<file path="src/inc/sbl_pkg.sv">
// Shared constants, states and carrier types of the serial boot loader
package sbl_pkg;
  // Frame identifiers per download phase: host to device, echo to host
  localparam logic [10:0] ID_PWD_RX  = 11'h011;
  localparam logic [10:0] ID_PWD_TX  = 11'h001;
  localparam logic [10:0] ID_ADDR_RX = 11'h012;
  localparam logic [10:0] ID_ADDR_TX = 11'h002;
  localparam logic [10:0] ID_DATA_RX = 11'h013;
  localparam logic [10:0] ID_DATA_TX = 11'h003;
  // Boot configuration pin codes
  localparam logic [1:0]  CFG_AUTOBAUD   = 2'h1;
  localparam logic [1:0]  CFG_FIXED_UART = 2'h2;
  // Acknowledge byte after UART rate setup
  localparam logic [7:0]  ACK_BYTE       = 8'h59;
  // Header phases carry eight bytes each
  localparam logic [31:0] HDR_LAST       = 32'h0000_0007;
  localparam int          FMT_POS        = 31;
  // Timer cycles per divisor step: 9 bits times 16 oversampling
  localparam logic [31:0] UART_DIV_STEP  = 32'h0000_0090;
  // Oscillator band edges in kHz and PLL multipliers
  localparam logic [15:0] OSC_8M         = 16'h1F40;
  localparam logic [15:0] OSC_12M        = 16'h2EE0;
  localparam logic [15:0] OSC_16M        = 16'h3E80;
  localparam logic [15:0] OSC_24M        = 16'h5DC0;
  localparam logic [2:0]  MUL_LOW        = 3'h4;
  localparam logic [2:0]  MUL_MID        = 3'h3;
  localparam logic [2:0]  MUL_HIGH       = 3'h2;
  localparam logic [2:0]  MUL_TOP        = 3'h1;
  // Rx FIFO depth
  localparam int          FIFO_DEPTH     = 32;
  // Controller states
  typedef enum logic [3:0] {
    ST_IDLE    = 4'b0000,
    ST_CLKMEAS = 4'b0001,
    ST_PLLWAIT = 4'b0010,
    ST_SAMPLE  = 4'b0011,
    ST_POLL    = 4'b0100,
    ST_MEAS    = 4'b0101,
    ST_DIVIDE  = 4'b0110,
    ST_ACK     = 4'b0111,
    ST_PWD     = 4'b1000,
    ST_ADDR    = 4'b1001,
    ST_DATA    = 4'b1010,
    ST_DUMMY   = 4'b1011,
    ST_BRANCH  = 4'b1100,
    ST_FAIL    = 4'b1101
  } sbl_state_type;
  // One protocol byte with its frame identifier
  typedef struct packed {
    logic [10:0] id;
    logic [7:0]  data;
  } sbl_item_type;
  // One SRAM word write
  typedef struct packed {
    logic [31:0] addr;
    logic [31:0] data;
  } sbl_sram_type;
endpackage

</file>
<file path="src/design/sbl_loader.sv">
// Serial boot loader: autobaud scan, download protocol, rx byte FIFO
`timescale 1ns/1ps
// Functional notes
// Password frame 0x011, echo 0x001, check
// Address/length frame 0x012, echo 0x002, keep
// Instruction format flag must be one
// Data frames 0x013 echoed as 0x003
// Pack bytes into words, write SRAM
// Advance address until byte count reached
// Final step branches to loaded code
// All protocol data carried byte by byte
// Autobaud config: receive pins become GPIO
// Sample CAN level to detect bus
// First low input wins, CAN first
// Tick timer counts clocks for measurement
// Measure oscillator before baud measurement
// Run system clock from modulated PLL
// PLL multiplier follows oscillator band
// After measurement pins return to peripheral
// Then run standard download protocol
// Host keeps both lines high initially
// Host sends 0x00 byte for UART timing
// Time falling to rising UART edge
// Send 0x59 acknowledge, then UART protocol
// Half duplex, every item echoed
// Multi-byte fields sent MSB first
// CAN frames use 11-bit identifiers
// UART characters 8N1
// Clear timer first, hold count

// Byte FIFO with registered ready toward the source
module sbl_fifo #(
  parameter int WIDTH = 8,
  parameter int DEPTH = 32
) (
  // Clock and reset
  input  wire logic             clk,
  input  wire logic             rst_n,
  // Filling side
  input  wire logic [WIDTH-1:0] inData,
  input  wire logic             inValid,
  output logic                  inReady,
  // Draining side
  output logic [WIDTH-1:0]      outData,
  output logic                  outValid,
  input  wire logic             outReady
);
  localparam int AW = $clog2(DEPTH);
  logic [WIDTH-1:0] mem [DEPTH];         // Storage
  logic [AW-1:0]    wrPtr_q, wrPtr_d;    // Write pointer
  logic [AW-1:0]    rdPtr_q, rdPtr_d;    // Read pointer
  logic [AW:0]      cnt_q, cnt_d;        // Fill level
  logic             notFull_q, notFull_d;
  logic             push, pop;
  // Next pointers and fill level
  always_comb begin
    push      = inValid && notFull_q;
    pop       = outValid && outReady;
    wrPtr_d   = push ? wrPtr_q + 1'b1 : wrPtr_q;
    rdPtr_d   = pop ? rdPtr_q + 1'b1 : rdPtr_q;
    cnt_d     = cnt_q;
    if (push && !pop) begin
      cnt_d = cnt_q + 1'b1;
    end else if (pop && !push) begin
      cnt_d = cnt_q - 1'b1;
    end
    notFull_d = cnt_d != (AW+1)'(DEPTH);
  end
  // Pointer registers
  always_ff @(posedge clk) begin
    if (!rst_n) begin
      wrPtr_q   <= '0;
      rdPtr_q   <= '0;
      cnt_q     <= '0;
      notFull_q <= 1'b0;
    end else begin
      wrPtr_q   <= wrPtr_d;
      rdPtr_q   <= rdPtr_d;
      cnt_q     <= cnt_d;
      notFull_q <= notFull_d;
    end
  end
  // Storage write, no reset needed
  always_ff @(posedge clk) begin
    if (push) begin
      mem[wrPtr_q] <= inData;
    end
  end
  assign inReady  = notFull_q;
  assign outValid = cnt_q != '0;
  assign outData  = mem[rdPtr_q];
endmodule

// Boot controller top
module sbl_loader (
  // Clock and reset
  input  wire logic                 clk,
  input  wire logic                 rst_n,
  // Boot configuration and receive pin levels
  input  wire logic [1:0]           bootCfg,
  input  wire logic                 canRxPin,
  input  wire logic                 uartRxPin,
  // Clock monitor and PLL
  input  wire logic                 oscValid,
  input  wire logic [15:0]          oscKhz,
  input  wire logic                 pllLocked,
  output logic [2:0]                pllMult,
  output logic                      sysClkPll,
  // Pin function and link setup
  output logic                      rxPinGpio,
  output logic                      busCan,
  output logic [15:0]               uartDivisor,
  output logic [31:0]               canTimeBase,
  // Received bytes from the selected controller
  input  wire sbl_pkg::sbl_item_type rxItem,
  input  wire logic                 rxValid,
  output logic                      rxReady,
  // Echo and acknowledge bytes
  output sbl_pkg::sbl_item_type     txItem,
  output logic                      txValid,
  input  wire logic                 txReady,
  // Stored password
  input  wire logic [63:0]          storedPassword,
  // SRAM write port
  output sbl_pkg::sbl_sram_type     sramWr,
  output logic                      sramValid,
  input  wire logic                 sramReady,
  // Completion
  output logic [31:0]               branchAddr,
  output logic                      branchGo,
  output logic                      bootFail
);
  import sbl_pkg::*;

  sbl_state_type st_q, st_d;             // Controller state
  sbl_item_type  fifoItem;               // Head of rx FIFO
  logic          fifoValid, pop;
  logic [31:0]   timer_q, timer_d;       // System tick timer
  logic [31:0]   cnt_q, cnt_d;           // Byte counter
  logic [55:0]   shift_q, shift_d;       // Header byte shifter
  logic [23:0]   pack_q, pack_d;         // Word packer
  logic [31:0]   addr_q, addr_d;         // Load address
  logic [31:0]   start_q, start_d;       // Start address
  logic [30:0]   len_q, len_d;           // Byte count
  logic          canLive_q, canLive_d;   // CAN bus seen idle high
  logic [2:0]    mul_q, mul_d;
  logic          pll_q, pll_d;
  logic          gpio_q, gpio_d;
  logic          can_q, can_d;
  logic [15:0]   udiv_q, udiv_d;
  logic [31:0]   ctb_q, ctb_d;
  sbl_item_type  tx_q, tx_d;
  logic          txV_q, txV_d;
  sbl_sram_type  sram_q, sram_d;
  logic          sramV_q, sramV_d;
  logic [31:0]   br_q, br_d;
  logic          go_q, go_d;
  logic          fail_q, fail_d;
  logic [63:0]   hdr;                    // Completed eight-byte header
  logic [31:0]   word;                   // Packed data word
  logic [21:0]   ids;                    // Expected rx and echo ids

  // Expected frame identifiers for a download phase
  function automatic logic [21:0] phaseIds(sbl_state_type s);
    case (s)
      ST_PWD:  phaseIds = {ID_PWD_RX, ID_PWD_TX};
      ST_ADDR: phaseIds = {ID_ADDR_RX, ID_ADDR_TX};
      default: phaseIds = {ID_DATA_RX, ID_DATA_TX};
    endcase
  endfunction

  // PLL multiplier from oscillator band
  function automatic logic [2:0] mulFor(logic [15:0] khz);
    if (khz < OSC_12M) begin
      mulFor = MUL_LOW;
    end else if (khz < OSC_16M) begin
      mulFor = MUL_MID;
    end else if (khz < OSC_24M) begin
      mulFor = MUL_HIGH;
    end else begin
      mulFor = MUL_TOP;
    end
  endfunction

  // Rx FIFO decouples controller from SRAM stalls
  sbl_fifo #(
    .WIDTH ($bits(sbl_item_type)),
    .DEPTH (FIFO_DEPTH)
  ) sbl_fifo_inst (
    .clk      (clk),
    .rst_n    (rst_n),
    .inData   (rxItem),
    .inValid  (rxValid),
    .inReady  (rxReady),
    .outData  (fifoItem),
    .outValid (fifoValid),
    .outReady (pop)
  );

  // Next state of scan, measurement and download
  always_comb begin
    st_d = st_q; timer_d = timer_q; cnt_d = cnt_q; shift_d = shift_q;
    pack_d = pack_q; addr_d = addr_q; start_d = start_q; len_d = len_q;
    canLive_d = canLive_q; mul_d = mul_q; pll_d = pll_q; gpio_d = gpio_q;
    can_d = can_q; udiv_d = udiv_q; ctb_d = ctb_q; tx_d = tx_q;
    sram_d = sram_q; br_d = br_q; go_d = go_q; fail_d = fail_q;
    txV_d   = txV_q && !txReady;
    sramV_d = sramV_q && !sramReady;
    pop     = 1'b0;
    ids     = phaseIds(st_q);
    hdr     = {shift_q, fifoItem.data};
    word    = {pack_q, fifoItem.data} << {~cnt_q[1:0], 3'b000};
    case (st_q)
      ST_IDLE: begin
        if (bootCfg == CFG_AUTOBAUD) begin
          gpio_d = 1'b1;
          st_d   = ST_CLKMEAS;
        end else begin
          can_d = bootCfg != CFG_FIXED_UART;
          st_d  = ST_PWD;
        end
      end
      ST_CLKMEAS: begin
        if (oscValid) begin
          mul_d = mulFor(oscKhz);
          pll_d = 1'b1;
          st_d  = ST_PLLWAIT;
        end
      end
      ST_PLLWAIT: begin
        if (pllLocked) begin
          st_d = ST_SAMPLE;
        end
      end
      ST_SAMPLE: begin
        canLive_d = canRxPin;
        st_d      = ST_POLL;
      end
      ST_POLL: begin
        timer_d = '0;
        if (canLive_q && !canRxPin) begin
          can_d = 1'b1;
          st_d  = ST_MEAS;
        end else if (!uartRxPin) begin
          can_d = 1'b0;
          st_d  = ST_MEAS;
        end
      end
      ST_MEAS: begin
        if (can_q ? canRxPin : uartRxPin) begin
          st_d = ST_DIVIDE;
        end else begin
          timer_d = timer_q + 1'b1;
        end
      end
      ST_DIVIDE: begin
        if (can_q) begin
          ctb_d = timer_q;
        end else begin
          udiv_d = 16'(timer_q / UART_DIV_STEP);
        end
        gpio_d = 1'b0;
        st_d   = can_q ? ST_PWD : ST_ACK;
      end
      ST_ACK: begin
        if (!txV_q) begin
          tx_d  = '{id: ID_PWD_TX, data: ACK_BYTE};
          txV_d = 1'b1;
          st_d  = ST_PWD;
        end
      end
      ST_PWD, ST_ADDR, ST_DATA: begin
        if (fifoValid && !txV_q && !sramV_q) begin
          pop     = 1'b1;
          txV_d   = 1'b1;
          tx_d    = '{id: ids[10:0], data: fifoItem.data};
          cnt_d   = cnt_q + 1'b1;
          shift_d = hdr[55:0];
          pack_d  = {pack_q[15:0], fifoItem.data};
          if (can_q && fifoItem.id != ids[21:11]) begin
            st_d = ST_FAIL;
          end else if (st_q == ST_PWD && cnt_q == HDR_LAST) begin
            cnt_d = '0;
            st_d  = (hdr == storedPassword) ? ST_ADDR : ST_FAIL;
          end else if (st_q == ST_ADDR && cnt_q == HDR_LAST) begin
            cnt_d   = '0;
            start_d = hdr[63:32];
            addr_d  = {hdr[63:34], 2'b00};
            len_d   = hdr[30:0];
            if (!hdr[FMT_POS]) begin
              st_d = ST_FAIL;
            end else begin
              st_d = (hdr[30:0] == '0) ? ST_DUMMY : ST_DATA;
            end
          end else if (st_q == ST_DATA) begin
            if (cnt_q[1:0] == 2'b11 || cnt_d == {1'b0, len_q}) begin
              sramV_d = 1'b1;
              sram_d  = '{addr: addr_q, data: word};
              addr_d  = addr_q + 32'h0000_0004;
            end
            if (cnt_d == {1'b0, len_q}) begin
              st_d = ST_DUMMY;
            end
          end
        end
      end
      ST_DUMMY: begin
        if (!sramV_q) begin
          sramV_d = 1'b1;
          sram_d  = '{addr: addr_q, data: 32'h0000_0000};
          st_d    = ST_BRANCH;
        end
      end
      ST_BRANCH: begin
        if (!sramV_q && !txV_q) begin
          br_d = {start_q[31:2], 2'b00};
          go_d = 1'b1;
        end
      end
      default: begin
        fail_d = 1'b1;
      end
    endcase
  end

  // State registers
  always_ff @(posedge clk) begin
    if (!rst_n) begin
      st_q <= ST_IDLE; timer_q <= '0; cnt_q <= '0; shift_q <= '0;
      pack_q <= '0; addr_q <= '0; start_q <= '0; len_q <= '0;
      canLive_q <= 1'b0; mul_q <= '0; pll_q <= 1'b0; gpio_q <= 1'b0;
      can_q <= 1'b0; udiv_q <= '0; ctb_q <= '0; tx_q <= '0;
      txV_q <= 1'b0; sram_q <= '0; sramV_q <= 1'b0; br_q <= '0;
      go_q <= 1'b0; fail_q <= 1'b0;
    end else begin
      st_q <= st_d; timer_q <= timer_d; cnt_q <= cnt_d; shift_q <= shift_d;
      pack_q <= pack_d; addr_q <= addr_d; start_q <= start_d; len_q <= len_d;
      canLive_q <= canLive_d; mul_q <= mul_d; pll_q <= pll_d; gpio_q <= gpio_d;
      can_q <= can_d; udiv_q <= udiv_d; ctb_q <= ctb_d; tx_q <= tx_d;
      txV_q <= txV_d; sram_q <= sram_d; sramV_q <= sramV_d; br_q <= br_d;
      go_q <= go_d; fail_q <= fail_d;
    end
  end

  // Outputs straight from registers
  assign pllMult     = mul_q;
  assign sysClkPll   = pll_q;
  assign rxPinGpio   = gpio_q;
  assign busCan      = can_q;
  assign uartDivisor = udiv_q;
  assign canTimeBase = ctb_q;
  assign txItem      = tx_q;
  assign txValid     = txV_q;
  assign sramWr      = sram_q;
  assign sramValid   = sramV_q;
  assign branchAddr  = br_q;
  assign branchGo    = go_q;
  assign bootFail    = fail_q;

  // Checks next to the logic
  pwd_echo_id_a: assert property (@(posedge clk) disable iff (!rst_n)
    pop && st_q == ST_PWD |=> txV_q && tx_q.id == ID_PWD_TX)
    else $error("password echo id wrong");
  addr_echo_id_a: assert property (@(posedge clk) disable iff (!rst_n)
    pop && st_q == ST_ADDR |=> txV_q && tx_q.id == ID_ADDR_TX)
    else $error("address echo id wrong");
  fmt_flag_a: assert property (@(posedge clk) disable iff (!rst_n)
    pop && st_q == ST_ADDR && cnt_q == HDR_LAST && !shift_q[23] |=> st_q == ST_FAIL)
    else $error("format flag clear not refused");
  data_echo_a: assert property (@(posedge clk) disable iff (!rst_n)
    pop && st_q == ST_DATA |=> tx_q.id == ID_DATA_TX && tx_q.data == $past(fifoItem.data))
    else $error("data echo wrong");
  sram_align_a: assert property (@(posedge clk) disable iff (!rst_n)
    sramV_q |-> sram_q.addr[1:0] == 2'b00 && (!$past(sramV_q) || $stable(sram_q)))
    else $error("sram write misaligned or unstable");
  count_bound_a: assert property (@(posedge clk) disable iff (!rst_n)
    st_q == ST_DATA |-> cnt_q < {1'b0, len_q})
    else $error("byte count overrun");
  branch_addr_a: assert property (@(posedge clk) disable iff (!rst_n)
    $rose(go_q) |-> br_q == {start_q[31:2], 2'b00} && !sramV_q && $past(st_q) == ST_BRANCH)
    else $error("branch address wrong");
  can_priority_a: assert property (@(posedge clk) disable iff (!rst_n)
    st_q == ST_POLL && canLive_q && !canRxPin |=> can_q && st_q == ST_MEAS && timer_q == '0)
    else $error("CAN priority lost");
  pins_return_a: assert property (@(posedge clk) disable iff (!rst_n)
    st_q == ST_DIVIDE |=> !gpio_q ##0 (st_q == ST_PWD || st_q == ST_ACK))
    else $error("pins not returned");
  ack_byte_a: assert property (@(posedge clk) disable iff (!rst_n)
    st_q == ST_ACK && !txV_q |=> txV_q && tx_q.data == ACK_BYTE && st_q == ST_PWD)
    else $error("acknowledge byte wrong");
endmodule

</file>
<file path="config.mk">
export PLATFORM = sky130hd
export DESIGN_NAME = sbl_loader
export DESIGN_NICKNAME = d
export VERILOG_FILES = /design/src/inc/sbl_pkg.sv /design/src/design/sbl_loader.sv
export SDC_FILE = /design/constraint.sdc
export NUM_CORES = 2
export LEC_CHECK = 0
export BUFFER_PORTS_ARGS = -buffer_cell sky130_fd_sc_hd__buf_4
export CAP_MARGIN = 20
export CORE_UTILIZATION = 61
export DETAILED_ROUTE_END_ITERATION = 7
export PLACE_DENSITY = 0.8
export SETUP_SLACK_MARGIN = 0.3
export SLEW_MARGIN = 5
export SYNTH_ARGS = -nofsm -noshare
export SYNTH_HDL_FRONTEND = slang
export SYNTH_HIERARCHICAL = 1
export SYNTH_SLANG_ARGS = --single-unit
</file>
<file path="constraint.sdc">
create_clock -name clk -period 11.7 [get_ports clk]
set_input_delay 1.755 -clock clk [delete_from_list [all_inputs] [get_ports clk]]
set_output_delay 1.755 -clock clk [all_outputs]
set_load 0.01 [all_outputs]
</file>
==> reports/results.tsv <==
metric	value	unit
synth unique cells	126	
Syn. warnings	6	
Synth Flop Type	edfxtp_1	
status	complete, but fails checks	
max-slew violations	0	
via count	32708	
synthesis-stage register bit count	1006	
I/O Pins	284	
hpwl dp	75370	µm
Slew headroom	29.65	%
Clock Tree Buf Depth	3	
vias in the first global route	31280	
Layout Utilization	70.92	%
Leak	17.57	nW
Buffers on Ports	265	
CP max-delay cell	o311ai_1	
crit start category	flip-flop	
CTS H-tree depth	3	
dominant cells by area after synthesis	edfxtp_1 (40%), dfxtp_1 (18%), mux4_2 (9.5%)	
RSZ-0062 raised after global routing	no	
Peak VDD IR	0.1364	mV
pre-CTS WS	0.4395	ns
CP arrival	11.42	ns
Post-synth top cells	edfxtp_1 (608), nand2_1 (518), dfxtp_1 (398)	
drt pass-1 iters	8	
DRC violations left	62	
Mapped Cells	3806	
Die H	274	µm
clock-pin slew on the worst setup and hold paths	0.06	ns
Starting Density	61.75	%
final hold viol count	0	
syn_area_per_cell	11.86	µm²
layout cells sized above 1	21.92	%
largest net degree at the start of global routing	163	
asr flop ratio synth	0	%
CTS tree	yes	
Final WS setup	0.7857	ns
Data required, critical path	12.21	ns
Fmax	91.62	MHz
largest area contributor in the netlist	edfxtp_1	
Rows	99	
failing checks	DRC	
Synth Cell Area	0.04513	mm²
Final Critical Period	10.91	ns
number of antenna violations at the first check in global routing	3	
DRC violation total after the first TritonRoute iteration	3371	
fin crit share	93.28	%
worst skew pair latency	0.69	ns
Crit. End Element	flip-flop	
clock skew	0.06191	ns
register area share after synthesis	58.11	%
Total Routing Usage GR	32.48	%
Worst Hold Class	flip-flop to flip-flop	
P per Cell Area	150.9	mW/mm²
Final Net Count	4126	
Post-synth EDFFs	608	
die area	0.07508	mm²
crit-path max FO	15	
Max Cap Violations	0	
first-pass GRT wire length	185300	µm
Setup CP Type	flip-flop to flip-flop	
placer's final routability congestion estimate	0.9263	
top cell type's share of synthesized area	40.45	%
routed vias/inst	6.479	
Setup TNS	0	ns
final wirelength	124400	µm
most frequent cell after synthesis	edfxtp_1	
root buffer cell	clkbuf_16	
CTS Sinks	1006	
largest stage delay on the critical path	0.45	ns
setup violators final	0	
Layout area overhead	14.84	%
CTS Buf Count	100	
Core Area	0.07308	mm²
Slew @ Worst Pin	1.053	ns
Die Width	274	µm
PnR Total Power	0.007821	W
GR Overflow Total	0	
drt wl/cell	24.65	µm
Final ANT Viol Nets	0	
[layer usage]
| layer | vias up | GRT usage [%] | routed length [µm] |
|---|---|---|---|
| met5 | - | 0 | 13 |
| met4 | 2 | 17.30 | 7045 |
| met3 | 459 | 5.578 | 11330 |
| met2 | 1887 | 53.12 | 59820 |
| met1 | 15881 | 41.57 | 46210 |
| li1 | 14479 | - | - |
[power by group]
part | internal, W | switching [W]
registers | 0.00379 | 0.0000633
logic | 0.000260 | 0.000417
clock network | 0.00189 | 0.00140
[sequential cells by signal, indices dropped and copies added, names as in the netlist, 31 cells and up, named ones only]
name / flops
len_q: 31
sbl_fifo_inst/mem: 608
sramWr: 62
canTimeBase: 32
shift_q: 56
timer_q: 32
cnt_q: 32
[cell families (layout without fill, tap and decap cells)]
group	count (synthesis)	count (layout)	share of synthesized area, %
adders and majority gates	16	16	0.4214
AOI/OAI and AO/OA	754	755	10.72
buffers and inverters	313	580	3.036
and+or+nand+nor	1274	1274	12.92
DFF	1006	1006	58.11
muxes	284	285	11.71
xor gates and xnor gates	158	158	3.066
other	1	15	0.008309
[cell type report]
class                   count  area (µm²)
diodes                      2       5.005
well taps                 959        1200
repair buffers            351        2651
clock inverters            63       725.7
clock buffers             122        2678
inverters                  44       172.7
fillers                  4822       21260
multi-input cells        2501       18160
flip-flops and latches   1006       26240
[cell usage in the layout (no fill, tap or decap), types with 27 or more instances in the layout]
| master | n |
|---|---|
| and3_1 | 57 |
| a22oi_1 | 31 |
| mux2i_1 | 55 |
| xnor2_1 | 111 |
| nand2_1 | 517 |
| buf_4 | 349 |
| dfxtp_1 | 391 |
| xor2_1 | 45 |
| nor4_1 | 31 |
| edfxtp_1 | 608 |
| o21ai_0 | 99 |
| nor3_1 | 59 |
| clkbuf_16 | 102 |
| inv_1 | 34 |
| nor2_2 | 37 |
| a21oi_1 | 351 |
| nor2_1 | 309 |
| mux2_2 | 31 |
| nand4_1 | 38 |
| mux4_2 | 190 |
| nand3_1 | 52 |
| and2_1 | 27 |
[worst max-delay path, delay by kind of cell, from the launching register on]
kind / cells / cell delay [ns]
AOI/OAI and AO/OA: 22 / 5.44
and+or+nand+nor: 11 / 2.64
muxes: 3 / 1.04
buffers and inverters: 4 / 0.78
DFF: 1 / 0.40
adders and majority gates: 1 / 0.34
xor gates and xnor gates: 1 / 0.09
[repair_timing]
action / CTS / global route
hold buffers: 0 / 0
endpoints found under the setup margin: 0 / 4
gates resized for setup: 0 / 82
hold endpoints to repair: 0 / 0
buffers inserted: 0 / 14
[per-stage QoR]
stage / cells / cell area (µm²) / hold slack, ns
CTS: 5030 / 51250 / 0.4519
floorplan: 3818 / 45180 / 0.4321
global route: 5048 / 51830 / 0.4667
detailed placement: 4845 / 47840 / 0.4435
finish: 5048 / 51830 / 0.4529
global placement: 4845 / 47840 / 0.4365
[worst paths after layout]
kind                                     from                     endpoint  slack [ns]  cells after the start
setup / recovery     timer_q[30]$_SDFFE_PN0P_  uartDivisor[0]$_SDFFE_PN0P_        0.79                     42
setup reg to reg     timer_q[30]$_SDFFE_PN0P_  uartDivisor[0]$_SDFFE_PN0P_        0.79                     42
hold reg to reg   branchAddr[19]$_SDFFE_PN0P_  branchAddr[19]$_SDFFE_PN0P_        0.45                      2
hold / removal    branchAddr[19]$_SDFFE_PN0P_  branchAddr[19]$_SDFFE_PN0P_        0.45                      2
Note: power is estimated with default switching activity, not from simulation.
